### config.mk
export PLATFORM = sky130hd
export DESIGN_NAME = dsr_core
export DESIGN_NICKNAME = d
export VERILOG_FILES = /design/src/dsr_pkg.sv /design/src/dsr_bank_if.sv /design/src/dsr_core.sv /design/src/dsr_bank_mem.sv
export VERILOG_INCLUDE_DIRS = /design/src /design/src/src
export SDC_FILE = /design/constraint.sdc
export NUM_CORES = 1
export LEC_CHECK = 0
export ABC_AREA = 1
export BUFFER_PORTS_ARGS = -buffer_cell sky130_fd_sc_hd__clkbuf_2
export CORE_MARGIN = 2
export CORE_UTILIZATION = 58
export DETAILED_ROUTE_END_ITERATION = 8
export GPL_ROUTABILITY_DRIVEN = 0
export GPL_TIMING_DRIVEN = 0
export PLACE_DENSITY = 0.79
export SYNTH_ARGS = -nofsm -noshare
export SYNTH_HDL_FRONTEND = slang
export SYNTH_SLANG_ARGS = --single-unit
export TNS_END_PERCENT = 1
### constraint.sdc
create_clock -name clk_in -period 4.23 [get_ports clk_in]
set_clock_uncertainty 0.2 [all_clocks]
set_input_delay 0.423 -clock clk_in [delete_from_list [all_inputs] [get_ports clk_in]]
set_output_delay 0.423 -clock clk_in [all_outputs]
set_load 0.01 [all_outputs]
### src/dsr_cfg.svh
// constants for the ddr2 device-side command and strobe logic
`ifndef DSR_CFG_SVH
`define DSR_CFG_SVH
// ------------------------------------------------------------
// mode register fields
// ------------------------------------------------------------
`define DSR_MR_BL_LSB 0
`define DSR_MR_BL_MSB 2
`define DSR_MR_BT_BIT 3
`define DSR_MR_DLLRST_BIT 8
`define DSR_BL4_CODE 3'h2
`define DSR_BL8_CODE 3'h3
// ------------------------------------------------------------
// extended mode register 1 fields
// ------------------------------------------------------------
`define DSR_EMR_DLL_BIT 0
`define DSR_EMR_RTT0_BIT 2
`define DSR_EMR_RTT1_BIT 6
`define DSR_EMR_OCD_LSB 7
`define DSR_EMR_OCD_MSB 9
`define DSR_EMR_NDQS_BIT 10
`define DSR_EMR_RDQS_BIT 11
`define DSR_EMR_QOFF_BIT 12
`define DSR_OCD_DEFAULT 3'h7
`define DSR_OCD_EXIT 3'h0
// ------------------------------------------------------------
// register selects and reset values
// ------------------------------------------------------------
`define DSR_SEL_MR 2'h0
`define DSR_SEL_EMR1 2'h1
`define DSR_SEL_EMR2 2'h2
`define DSR_SEL_EMR3 2'h3
`define DSR_AP_BIT 10
`define DSR_MR_RST 14'h0000
`define DSR_EMR_RST 14'h0000
// ------------------------------------------------------------
// timing
// ------------------------------------------------------------
`define DSR_CLK_MHZ 40
`define DSR_DLL_LOCK_CLKS 200
`define DSR_STABLE_US 200
`define DSR_STABLE_CYC (`DSR_STABLE_US * `DSR_CLK_MHZ)
`define DSR_CKE_NOP_NS 400
`define DSR_CKE_NOP_CYC ((`DSR_CKE_NOP_NS * `DSR_CLK_MHZ + 999) / 1000)
`endif

### src/dsr_pkg.sv
// types for the ddr2 device-side command and strobe logic
package dsr_pkg;
	typedef enum logic [2:0] {
		DSR_CMD_NOP = 3'h7,
		DSR_CMD_ACT = 3'h3,
		DSR_CMD_RD = 3'h5,
		DSR_CMD_WR = 3'h4,
		DSR_CMD_PRE = 3'h2,
		DSR_CMD_REF = 3'h1,
		DSR_CMD_MRS = 3'h0,
		DSR_CMD_BST = 3'h6
	} dsr_cmd_t;
	typedef enum logic [1:0] {
		DSR_ST_IDLE = 2'h0,
		DSR_ST_RD = 2'h1,
		DSR_ST_WR = 2'h2
	} dsr_state_t;
endpackage

### src/dsr_bank_if.sv
// bank row table request and answer carrier
`timescale 1ns/10ps
interface dsr_bank_if;
	logic wr_en;
	logic [2:0] wr_bank;
	logic [13:0] wr_row;
	logic wr_open;
	logic clr_all;
	logic [7:0] open_mask;
	logic rd_en;
	logic [2:0] rd_bank;
	logic [13:0] rd_row;
	modport ctl (output wr_en, output wr_bank, output wr_row, output wr_open, output clr_all,
		output rd_en, output rd_bank, input open_mask, input rd_row);
	modport mem (input wr_en, input wr_bank, input wr_row, input wr_open, input clr_all,
		input rd_en, input rd_bank, output open_mask, output rd_row);
endinterface

### src/dsr_core.sv
// ddr2 device-side command decode, burst sequencing, strobe and termination control
`timescale 1ns/10ps
`include "dsr_cfg.svh"
module dsr_core
	import dsr_pkg::*;
#(
	parameter logic X16_ORG = 1'b1
) (
	input wire logic clk_in,
	input wire logic sys_rst_in,
	input wire logic cke_in,
	input wire logic cs_n_in,
	input wire logic ras_n_in,
	input wire logic cas_n_in,
	input wire logic we_n_in,
	input wire logic [2:0] ba_in,
	input wire logic [13:0] addr_in,
	input wire logic odt_in,
	output logic dqs_oe_out,
	output logic dqs_n_oe_out,
	output logic [1:0] strobe_lane_out,
	output logic dm_rdqs_oe_out,
	output logic dm_is_rdqs_out,
	output logic term_on_out,
	output logic [3:0] term_group_out,
	output logic burst_active_out,
	output logic burst_write_out,
	output logic [2:0] burst_bank_out,
	output logic [13:0] burst_row_out,
	output logic [9:0] burst_col_out,
	output logic [2:0] burst_beat_out,
	output logic auto_pre_out,
	output logic [7:0] open_banks_out,
	output logic dll_on_out,
	output logic init_done_out,
	output logic cmd_err_out
);
	// ------------------------------------------------------------
	// command decode
	// ------------------------------------------------------------
	dsr_bank_if bif ();
	dsr_cmd_t cmd;
	logic cmd_ok;

	// chip select high masks the whole command
	assign cmd = cs_n_in ? DSR_CMD_NOP : dsr_cmd_t'({ras_n_in, cas_n_in, we_n_in});
	assign cmd_ok = cke_in && !cs_n_in;

	// next column of a burst; sequential wraps inside block, interleaved xors
	function automatic logic [9:0] beat_col(input logic [9:0] start, input logic [2:0] beat,
		input logic bl8, input logic ilv);
		logic [2:0] low;
		low = ilv ? (start[2:0] ^ beat) : 3'(start[2:0] + beat);
		if (bl8) begin
			beat_col = {start[9:3], low};
		end else begin
			beat_col = {start[9:2], low[1:0]};
		end
	endfunction

	// ------------------------------------------------------------
	// mode registers and init tracking
	// ------------------------------------------------------------
	logic [13:0] mr_ff, nxt_mr, emr1_ff, nxt_emr1;
	logic [7:0] dll_cnt_ff, nxt_dll_cnt;
	logic ocd_dflt_ff, nxt_ocd_dflt;
	logic init_ff, nxt_init;
	logic dll_on_ff, nxt_dll_on;
	logic mrs_hit;

	assign mrs_hit = cmd_ok && cmd == DSR_CMD_MRS && ba_in[2] == 1'b0;

	// init is complete once calibration default is entered then exited late enough
	always_comb begin
		nxt_mr = mr_ff;
		nxt_emr1 = emr1_ff;
		nxt_dll_cnt = dll_cnt_ff;
		nxt_ocd_dflt = ocd_dflt_ff;
		nxt_init = init_ff;
		nxt_dll_on = dll_on_ff;
		if (dll_on_ff && dll_cnt_ff != 8'(`DSR_DLL_LOCK_CLKS)) begin
			nxt_dll_cnt = dll_cnt_ff + 8'h01;
		end
		if (mrs_hit && ba_in[1:0] == `DSR_SEL_MR) begin
			nxt_mr = addr_in;
		end
		if (mrs_hit && ba_in[1:0] == `DSR_SEL_EMR1) begin
			nxt_emr1 = addr_in;
			nxt_dll_on = !addr_in[`DSR_EMR_DLL_BIT];
			if (addr_in[`DSR_EMR_DLL_BIT] || !dll_on_ff) begin
				nxt_dll_cnt = 8'h00;
			end
			if (addr_in[`DSR_EMR_OCD_MSB:`DSR_EMR_OCD_LSB] == `DSR_OCD_DEFAULT) begin
				nxt_ocd_dflt = 1'b1;
			end else if (addr_in[`DSR_EMR_OCD_MSB:`DSR_EMR_OCD_LSB] == `DSR_OCD_EXIT &&
				ocd_dflt_ff && dll_cnt_ff == 8'(`DSR_DLL_LOCK_CLKS)) begin
				nxt_init = 1'b1;
				nxt_ocd_dflt = 1'b0;
			end
		end
	end

	always_ff @(posedge clk_in) begin
		if (sys_rst_in) begin
			mr_ff <= `DSR_MR_RST;
			emr1_ff <= `DSR_EMR_RST;
			dll_cnt_ff <= 8'h00;
			ocd_dflt_ff <= 1'b0;
			init_ff <= 1'b0;
			dll_on_ff <= 1'b0;
		end else begin
			mr_ff <= nxt_mr;
			emr1_ff <= nxt_emr1;
			dll_cnt_ff <= nxt_dll_cnt;
			ocd_dflt_ff <= nxt_ocd_dflt;
			init_ff <= nxt_init;
			dll_on_ff <= nxt_dll_on;
		end
	end

	// ------------------------------------------------------------
	// burst sequencer
	// ------------------------------------------------------------
	dsr_state_t st_ff, nxt_st;
	logic [2:0] beat_ff, nxt_beat, bank_ff, nxt_bank;
	logic [9:0] col0_ff, nxt_col0;
	logic ap_ff, nxt_ap, err_ff, nxt_err;
	logic bl8, ilv, last_beat, open_hit;

	assign bl8 = mr_ff[`DSR_MR_BL_MSB:`DSR_MR_BL_LSB] == `DSR_BL8_CODE;
	assign ilv = mr_ff[`DSR_MR_BT_BIT];
	assign last_beat = beat_ff == (bl8 ? 3'h7 : 3'h3);
	assign open_hit = bif.open_mask[ba_in];
	assign bif.rd_bank = ba_in; // row of the opened bank feeds the burst view
	assign bif.rd_en = cmd_ok && cmd inside {DSR_CMD_RD, DSR_CMD_WR} && open_hit && init_ff;

	// bank table writes: activate opens, precharge closes one or all
	always_comb begin
		bif.wr_en = 1'b0;
		bif.wr_open = 1'b0;
		bif.clr_all = 1'b0;
		bif.wr_bank = ba_in;
		bif.wr_row = addr_in;
		if (cmd_ok && cmd == DSR_CMD_ACT && init_ff) begin
			bif.wr_en = 1'b1;
			bif.wr_open = 1'b1;
		end else if (cmd_ok && cmd == DSR_CMD_PRE) begin
			bif.clr_all = addr_in[`DSR_AP_BIT];
			bif.wr_en = !addr_in[`DSR_AP_BIT];
		end else if (st_ff != DSR_ST_IDLE && last_beat && ap_ff) begin
			bif.wr_en = 1'b1;
			bif.wr_bank = bank_ff;
		end
	end

	// one beat per clock; a read or write to an open bank after init interrupts the running burst
	always_comb begin
		nxt_st = st_ff;
		nxt_beat = beat_ff;
		nxt_bank = bank_ff;
		nxt_col0 = col0_ff;
		nxt_ap = ap_ff;
		nxt_err = 1'b0;
		if (st_ff != DSR_ST_IDLE) begin
			nxt_beat = beat_ff + 3'h1;
			if (last_beat) begin
				nxt_st = DSR_ST_IDLE;
				nxt_beat = 3'h0;
			end
		end
		if (cmd_ok && (cmd == DSR_CMD_RD || cmd == DSR_CMD_WR)) begin
			if (open_hit && init_ff) begin
				nxt_st = (cmd == DSR_CMD_RD) ? DSR_ST_RD : DSR_ST_WR;
				nxt_beat = 3'h0;
				nxt_bank = ba_in;
				nxt_col0 = addr_in[9:0];
				nxt_ap = addr_in[`DSR_AP_BIT];
			end else begin
				nxt_err = 1'b1;
			end
		end
		if (cmd_ok && cmd == DSR_CMD_ACT && !init_ff) begin
			nxt_err = 1'b1;
		end
		if (mrs_hit && bif.open_mask != 8'h00) begin
			nxt_err = 1'b1;
		end
	end

	always_ff @(posedge clk_in) begin
		if (sys_rst_in) begin
			st_ff <= DSR_ST_IDLE;
			beat_ff <= 3'h0;
			bank_ff <= 3'h0;
			col0_ff <= 10'h000;
			ap_ff <= 1'b0;
			err_ff <= 1'b0;
		end else begin
			st_ff <= nxt_st;
			beat_ff <= nxt_beat;
			bank_ff <= nxt_bank;
			col0_ff <= nxt_col0;
			ap_ff <= nxt_ap;
			err_ff <= nxt_err;
		end
	end

	dsr_bank_mem u_bank (
		.clk_in(clk_in),
		.sys_rst_in(sys_rst_in),
		.bif(bif)
	);

	// ------------------------------------------------------------
	// output registers: strobe, termination, burst view
	// ------------------------------------------------------------
	logic rd_nxt, odt_en, rdqs_en, term_nxt;
	logic [3:0] tgrp_ff;
	logic [9:0] col_ff;
	logic dqs_oe_ff, dqsn_oe_ff, rdqs_oe_ff, rdqs_sel_ff, term_ff, act_ff, wr_ff;

	assign rd_nxt = nxt_st == DSR_ST_RD;
	assign odt_en = nxt_emr1[`DSR_EMR_RTT0_BIT] || nxt_emr1[`DSR_EMR_RTT1_BIT];
	assign rdqs_en = !X16_ORG && nxt_emr1[`DSR_EMR_RDQS_BIT];
	// termination never on while this device drives the bus
	assign term_nxt = odt_en && odt_in && !rd_nxt;

	always_ff @(posedge clk_in) begin
		if (sys_rst_in) begin
			dqs_oe_ff <= 1'b0;
			dqsn_oe_ff <= 1'b0;
			rdqs_oe_ff <= 1'b0;
			rdqs_sel_ff <= 1'b0;
			term_ff <= 1'b0;
			tgrp_ff <= 4'h0;
			act_ff <= 1'b0;
			wr_ff <= 1'b0;
			col_ff <= 10'h000;
		end else begin
			// device drives only on reads; writes leave the strobe to the controller
			dqs_oe_ff <= rd_nxt;
			dqsn_oe_ff <= rd_nxt && !nxt_emr1[`DSR_EMR_NDQS_BIT];
			rdqs_oe_ff <= rd_nxt && rdqs_en;
			rdqs_sel_ff <= rdqs_en;
			term_ff <= term_nxt;
			// x8 has one strobe and one mask, so only the data group is reported
			tgrp_ff <= X16_ORG ? {4{term_nxt}} : {3'h0, term_nxt};
			act_ff <= nxt_st != DSR_ST_IDLE;
			wr_ff <= nxt_st == DSR_ST_WR;
			col_ff <= beat_col(nxt_col0, nxt_beat, bl8, ilv);
		end
	end

	assign dqs_oe_out = dqs_oe_ff;
	assign dqs_n_oe_out = dqsn_oe_ff;
	assign strobe_lane_out = X16_ORG ? 2'h3 : 2'h1;
	assign dm_rdqs_oe_out = rdqs_oe_ff;
	assign dm_is_rdqs_out = rdqs_sel_ff;
	assign term_on_out = term_ff;
	assign term_group_out = tgrp_ff;
	assign burst_active_out = act_ff;
	assign burst_write_out = wr_ff;
	assign burst_bank_out = bank_ff;
	assign burst_row_out = bif.rd_row;
	assign burst_col_out = col_ff;
	assign burst_beat_out = beat_ff;
	assign auto_pre_out = ap_ff;
	assign open_banks_out = bif.open_mask;
	assign dll_on_out = dll_on_ff;
	assign init_done_out = init_ff;
	assign cmd_err_out = err_ff;
endmodule // dsr_core

### src/dsr_bank_mem.sv
// per-bank open row memory with registered open flags
`timescale 1ns/10ps
module dsr_bank_mem (
	input wire logic clk_in,
	input wire logic sys_rst_in,
	dsr_bank_if.mem bif
);
	logic [13:0] row_ff [0:7];
	logic [13:0] rd_row_ff;
	logic [13:0] nxt_rd_row;
	logic [7:0] open_ff;
	logic [7:0] nxt_open;

	// open flags: precharge all wipes every bank
	always_comb begin
		nxt_open = open_ff;
		if (bif.clr_all) begin
			nxt_open = 8'h00;
		end else if (bif.wr_en) begin
			nxt_open[bif.wr_bank] = bif.wr_open;
		end
	end

	always_ff @(posedge clk_in) begin
		if (sys_rst_in) begin
			open_ff <= 8'h00;
		end else begin
			open_ff <= nxt_open;
		end
	end

	// row store needs no reset, flags guard it
	always_ff @(posedge clk_in) begin
		if (bif.wr_en && bif.wr_open) begin
			row_ff[bif.wr_bank] <= bif.wr_row;
		end
	end

	// row read for a starting burst; registered so the row lines up with the first beat
	always_comb begin
		nxt_rd_row = rd_row_ff;
		if (bif.rd_en) begin
			nxt_rd_row = row_ff[bif.rd_bank];
		end
	end

	always_ff @(posedge clk_in) begin
		if (sys_rst_in) begin
			rd_row_ff <= 14'h0000;
		end else begin
			rd_row_ff <= nxt_rd_row;
		end
	end

	assign bif.open_mask = open_ff;
	assign bif.rd_row = rd_row_ff;
endmodule // dsr_bank_mem

* Word-level counts from Yosys, hierarchy flattened *
Memories as Yosys holds them, arrays and structs flattened. A register that Yosys moved wholly into a read port is not among the register bits.
Index checks and enable logic that the tools add are counted.
Widths: inputs -> output; s select.

word-level totals
  bits in registers = 70
  RAM bits = 112
  input bits = 25
  word-level logic and storage cells = 131
  memories kept = 1

cells by class
  add/subtract/negate cells = 3
  magnitude comparators = 3
  eq/ne operators = 12
  muxes and demuxes = 41
  bitwise operators = 3
  reductions and logical operators = 47

memories
  memory         depth  width  read ports  clocked after Yosys merged registers in  write ports  line               source
  u_bank.row_ff  8      14     1           1                                        1            dsr_bank_mem.sv:8  logic [13:0] row_ff [0:7];

operator list
  operator             number
  $mux 3               11
  $logic_and 1x1->1    25
  $mux 8               3
  $mux 10              2
  $mux 1               16
  $mux 11              1
  $mux 2               5
  $eq 3x2->1 const B   3
  $eq 3x3->1 const B   3
  $add 8x1->8 const B  1
  $bwmux 8             1
  $eq 8x8->1 const B   1
  $lt 3x4->1 const B   2
  $ne 8x8->1 const B   1
  $reduce_bool 2->1    4
  $reduce_bool 8->1    1
  $logic_not 1->1      7
  $logic_not 3->1      2
  $eq 2x1->1 const B   2
  $reduce_and 2->1     2
  $add 3x1->3 const B  1
  $add 3x3->3          1
  $bmux 1 s3           1
  $demux 1 s3          1
  other kinds (9)      12

* Depth between registers and ports, before layout *
  depth after elaboration = 13
  mapped depth = 23

* Modules after synthesis *
A second synthesis with hierarchy kept.

second synthesis, totals
  cells, all modules = 897
  area total of the unflattened synthesis = 8,012.7 um2

by module, submodules not included
  module        times used  cells each  area each (um2)  sequential area each (um2)
  dsr_bank_mem  1           565         5,655.4          3,803.6
  dsr_core      1           332         2,357.3          920.9

* Worst setup path before layout *
Ideal clock, no wire load.

  path type = register -> register
  start point = register beat_ff[0], in the netlist burst_beat_out[0]
  end point = memory u_bank.row_ff[3][0], enable pin
  arrival = 2.585 ns
  data required time = 3.609 ns
  slack = 1.023 ns
  stages on the path, launching flop included = 8
  buffers on the path = 0
  clock period less this slack = 3.207 ns
  cells stage by stage = dfxtp_1 ha_1 nand2_1 nor2_1 nand3_2 nand2_1 nand2_2 nor4_1

between the ends
  longest elaborated chain between the ends = 9
  elaborated cells between the ends (all ways) = 12

ends and longest elaborated chain
  what                               line                source
  from (decl)                        dsr_core.sv:125     logic [2:0] beat_ff, nxt_beat, bank_ff, nxt_bank;
  from (signal assigned)             dsr_core.sv:200     beat_ff <= nxt_beat;
  $eq 3x3->1 *                       dsr_core.sv:132     assign last_beat = beat_ff == (bl8 ? 3'h7 : 3'h3);
  $logic_and 1x1->1 * (2 in series)  dsr_core.sv:150     end else if (st_ff != DSR_ST_IDLE && last_beat && ap_ff) begin
  $mux 1                             dsr_core.sv:150
  $mux 1                             dsr_core.sv:147     end else if (cmd_ok && cmd == DSR_CMD_PRE) begin
  $mux 1                             dsr_core.sv:144     if (cmd_ok && cmd == DSR_CMD_ACT && init_ff) begin
  $logic_and 1x1->1                  dsr_bank_mem.sv:34  if (bif.wr_en && bif.wr_open) begin
  $mux 1                             dsr_bank_mem.sv:34
  $mux 1 (not written as such)       dsr_bank_mem.sv:35  row_ff[bif.wr_bank] <= bif.wr_row;
  to (decl)                          dsr_bank_mem.sv:8

Mark *: on every way between the ends. The rest lies on a longest branch, timed or not.

* Worst setup path after layout *
  start point = register u_bank.open_ff[2], in the netlist u_bank.bif.open_mask[2]
  end point = register col_ff[2], in the netlist burst_col_out[2]

between the ends
  longest elaborated chain between the ends = 8
  elaborated cells between the ends (all ways) = 11

ends and longest elaborated chain
  what                          line                source
  from (decl)                   dsr_bank_mem.sv:11  logic [7:0] open_ff;
  from (signal assigned)        dsr_bank_mem.sv:28  open_ff <= nxt_open;
  $bmux 1 s3                    dsr_core.sv:133     assign open_hit = bif.open_mask[ba_in];
  $mux 1 (not written as such)  dsr_core.sv:133
  $logic_and 1x1->1             dsr_core.sv:172     if (open_hit && init_ff) begin
  $mux 10                       dsr_core.sv:172
  $mux 10                       dsr_core.sv:171     if (cmd_ok && (cmd == DSR_CMD_RD || cmd == DSR_CMD_WR)) begin
  via nxt_col0[0]               dsr_core.sv:126     logic [9:0] col0_ff, nxt_col0;
  $add 3x3->3                   dsr_core.sv:53      low = ilv ? (start[2:0] ^ beat) : 3'(start[2:0] + beat);
  $mux 3                        dsr_core.sv:53
  $mux 3                        dsr_core.sv:54      if (bl8) begin
  to (signal assigned)          dsr_core.sv:250     col_ff <= beat_col(nxt_col0, nxt_beat, bl8, ilv);
  to (decl)                     dsr_core.sv:219     logic [9:0] col_ff;

The timed path passes the listed nets, and every way through them passes these cells. The select of a mux whose other input is x is not followed.
A chain may end at the register's enable or synchronous reset.

==> flow_metrics.py <==
metrics = {
    "power": {
        "p_sw_uw": 782,
        "netSwitchingFraction_pct": 22.7,
        "internal_power_uw": 2670,
        "leakagePower_uw": 0.00336,
        "p_comb_share_pct": 4.5,
        "max-vdd-ir-drop_mv": 0.303,
        "seqPwrFrac_pct": 53.9,
        "pwr-share-clk_pct": 41.6,
        "finalPower_uw": 3450,
        "p_per_area_mw_per_mm2": 400,
    },
    "clock_tree": {
        "worstSkewPairLatency_ns": 0.43,
        "cts_setup_buffers": 0,
        "htreeDepth": 4,
        "cts_tree": "yes",
        "root_buffer": "clkbuf_16",
        "post_cts_resized": 0,
        "clockBufferDepth": 2,
        "clkTransAtPathRegs_ns": 0.07,
        "cts_buffers": 17,
        "holdBufCountCts": 0,
        "cts.sinks": 180,
    },
    "routing": {
        "route.met2.wl_mm": 8.76,
        "drc_errors": 0,
        "top_layer": "met4",
        "dr_wl_met3_mm": 1.67,
        "wl_mm": 18.0,
        "dr.pass1.iters": 6,
        "via_count": 5780,
        "ant_nets": 0,
        "vias_per_cell": 5.66,
        "drt_first_iter_violations": 635,
        "wl_met1_mm": 7.15,
        "wl_per_cell_um": 17.6,
    },
    "global_routing": {
        "antenna_found_initial": 0,
        "grt-ovfl-total": 0,
        "grt_max_degree": 17,
        "grt_pass1_vias": 5643,
        "grt_pass1_wl_mm": 28.3,
        "grt.total_usage_pct": 26.7,
    },
    "final_layout": {
        "layout_common_cells": "nand2_1, edfxtp_1, nor2_1",
        "diodes": 0,
        "fin_nets": 868,
        "final_util_pct": 68.6,
        "fillers": 936,
        "layout_commonest_cell": "nand2_1",
        "fin_area_mm2": 0.00862,
        "drive_gt1_share_pct": 18.5,
        "syn_to_final_growth_pct": 15.6,
    },
    "placement": {
        "hpwl_mm": 12.2,
        "post-place-ws_ns": 1.01,
        "post_dp_cell_area_mm2": 0.00808,
        "place.port_buffers": 74,
    },
    "yosys": {
        "synth_compound_area_share_pct": 11.5,
        "synth.distinct_cells": 42,
        "async_reset_ff_share_pct": 0,
        "synth.area.mux_share_pct": 0,
        "synth_edf_count": 112,
        "yosysSeqAreaShare_pct": 63.3,
        "synthesis.area_mm2": 0.00746,
        "synth_area_leaders": "edfxtp_1, dfxtp_1, nand2_1",
        "netlist.area_leader.share_pct": 45.1,
        "synthFlopType": "edfxtp_1",
        "synth_fa_ha_area_share_pct": 1.11,
        "synth-simple-area-share_pct": 17.3,
        "synth_cells": 740,
        "ys_seq_elements": 180,
        "synth_top_family_by_area": "simple AND/OR/NAND/NOR gates",
        "synth_xor_area_share_pct": 0.235,
        "yosysWarningCount": 0,
        "syn_area_per_cell_um2": 10.1,
        "yosysTopAreaCell": "edfxtp_1",
    },
    "timing": {
        "worst_pin_slew_ns": 0.806,
        "maxSlewViolCount": 0,
        "fin_crit_sh_pct": 72.1,
        "setup_viol": 0,
        "rsz0062_at_grt": "no",
        "period_needed_ns": 3.05,
        "relSlewSlack_pct": 46.2,
        "worst_slack_ns": 1.18,
        "fmax_ghz": 0.328,
        "hold_viol": 0,
    },
    "critical_path": {
        "r2r_cells": 21,
        "cp-start-kind": "flop",
        "cp_num_buf_inv": 5,
        "crit_family": "simple AND/OR/NAND/NOR gates",
        "rrSetupSlack_ns": 1.18,
        "rr_endpoint": "burst_col_out[2]$_SDFF_PP0_",
        "cp.arrival_ns": 3.18,
        "cp_common_cell": "nand2_1",
        "r2r_start": "u_bank.bif.open_mask[2]$_SDFFE_PP0P_",
        "slowest_delay_ns": 0.39,
        "worstSetupEndpoint": "burst_col_out[2]$_SDFF_PP0_",
        "cp_slowest_cell": "dfxtp_1",
        "cp-end-kind": "flop",
        "crit_path_max_fanout": 10,
        "crit_required_ns": 4.36,
        "cp.depth": 21,
        "critPathKind": "flop to flop",
        "path_cells": "nor2_1 -> nor2_1 -> o21ai_1 -> nand2_1 -> nand2_1 -> nand2_2 -> nand3_4 -> inv_2 -> buf_6 -> nand2_1 -> o21a_1 -> inv_1 -> ha_1 -> inv_1 -> fa_1 -> nor2_1 -> nand3_1 -> nand3_1 -> nand2_1 -> nand2_1 -> inv_1",
        "startpoint": "u_bank.bif.open_mask[2]$_SDFFE_PP0P_",
    },
    "floorplanning": {
        "core_area_mm2": 0.0126,
        "initial_core_util_pct": 59.3,
        "die_area_mm2": 0.0138,
        "die_w_um": 117,
        "rows": 41,
        "dieHeight_um": 117,
        "ios": 80,
    },
    "worst_hold_path": {
        "worstHoldStart": "odt_in",
        "hold_depth": 3,
        "min_path_type": "input pin to flop",
    },
    "job": {
        "cap_viol_max_count": 0,
    },
    "outcome": {
        "outcome": "finished, final reports clean",
    },
}
[cells by family (layout without fill, tap and decap cells)]
group / count (synthesis) / in the layout
and+or+nand+nor: 297 / 297
DFF: 180 / 180
AOI/OAI and AO/OA: 145 / 145
buffers and inverters: 108 / 216
adders and majority gates: 6 / 6
other: 2 / 4
xor gates and xnor gates: 2 / 2
[flip-flops by register name (all words and copies together) (netlist names), 4 cells and up]
| name | flops |
|---|---|
| u_bank.row_ff | 112 |
| u_bank.bif.rd_row | 14 |
| col0_ff | 10 |
| dll_cnt_ff | 8 |
| u_bank.bif.open_mask | 8 |
| mr_ff | 4 |
[metal layers]
layer  global-route usage, %  vias to the layer above
met5                       0                        -
met4                    11.2                        0
met3                    6.03                       43
met2                    44.3                      324
met1                    34.0                     2694
li1                        -                     2719
[worst min-delay path by stage]
| stage | slack (ns) | endpoint |
|---|---|---|
| finish | 0.01 | term_on_out$_SDFF_PP0_ |
| global route | 0.03 | term_on_out$_SDFF_PP0_ |
| CTS | 0.009 | term_on_out$_SDFF_PP0_ |
| detailed placement | 0.27 | mr_ff[2]$_SDFFE_PP0P_ |
| global placement | 0.26 | mr_ff[2]$_SDFFE_PP0P_ |
| floorplan | 0.24 | mr_ff[2]$_SDFFE_PP0P_ |
[synthesized netlist by cell type, types with 2 or more instances]
cell type,n
a21oi_1,26
o21a_1,2
o21ai_0,62
conb_1,2
nor2_2,3
nand2_1,157
nor3b_1,2
inv_2,7
nor4_1,4
buf_2,9
nor3_1,6
o211ai_1,28
nand3_4,2
ha_1,5
nand3_1,26
dfxtp_1,68
edfxtp_1,112
a31oi_1,16
buf_1,3
o21ai_1,3
nor2_1,78
clkbuf_1,14
buf_4,16
o211ai_2,2
inv_1,57
nand4_1,11
a211oi_1,2
nand2_2,3
[power by group through the flow]
stage / registers, uW / clock network (uW) / logic, uW
floorplan: 1900 / 0 / 83.8
global placement: 1900 / 0 / 145
detailed placement: 1900 / 0 / 149
CTS: 1860 / 1440 / 151
global route: 1860 / 1510 / 168
finish: 1860 / 1440 / 154
[area by class of cell]
class	count	area [um^2]	area share (%)
Clock inverter	14	104	1.20
Timing Repair Buffer	76	389	4.51
Clock buffer	18	439	5.10
Inverter	65	244	2.83
Buffer	43	240	2.79
Sequential cell	180	4720	54.8
Tap cell	172	215	2.50
Multi-Input combinational cell	454	2260	26.3
[worst min-delay path, cell delays in order]
cell and delay (ns):
clkbuf_2 0.08, nand3_1 0.07, inv_1 0.05
[stage by stage]
step / hold slack (ns) / TNS (ns) / cells
finish: 0.0141 / 0 / 1022
global placement: 0.256 / -4.55 / 988
floorplan: 0.244 / 0 / 742
CTS: 0.00868 / 0 / 1022
detailed placement: 0.268 / 0 / 990
global route: 0.0283 / 0 / 1022
Note: power is estimated with default switching activity, not from simulation.
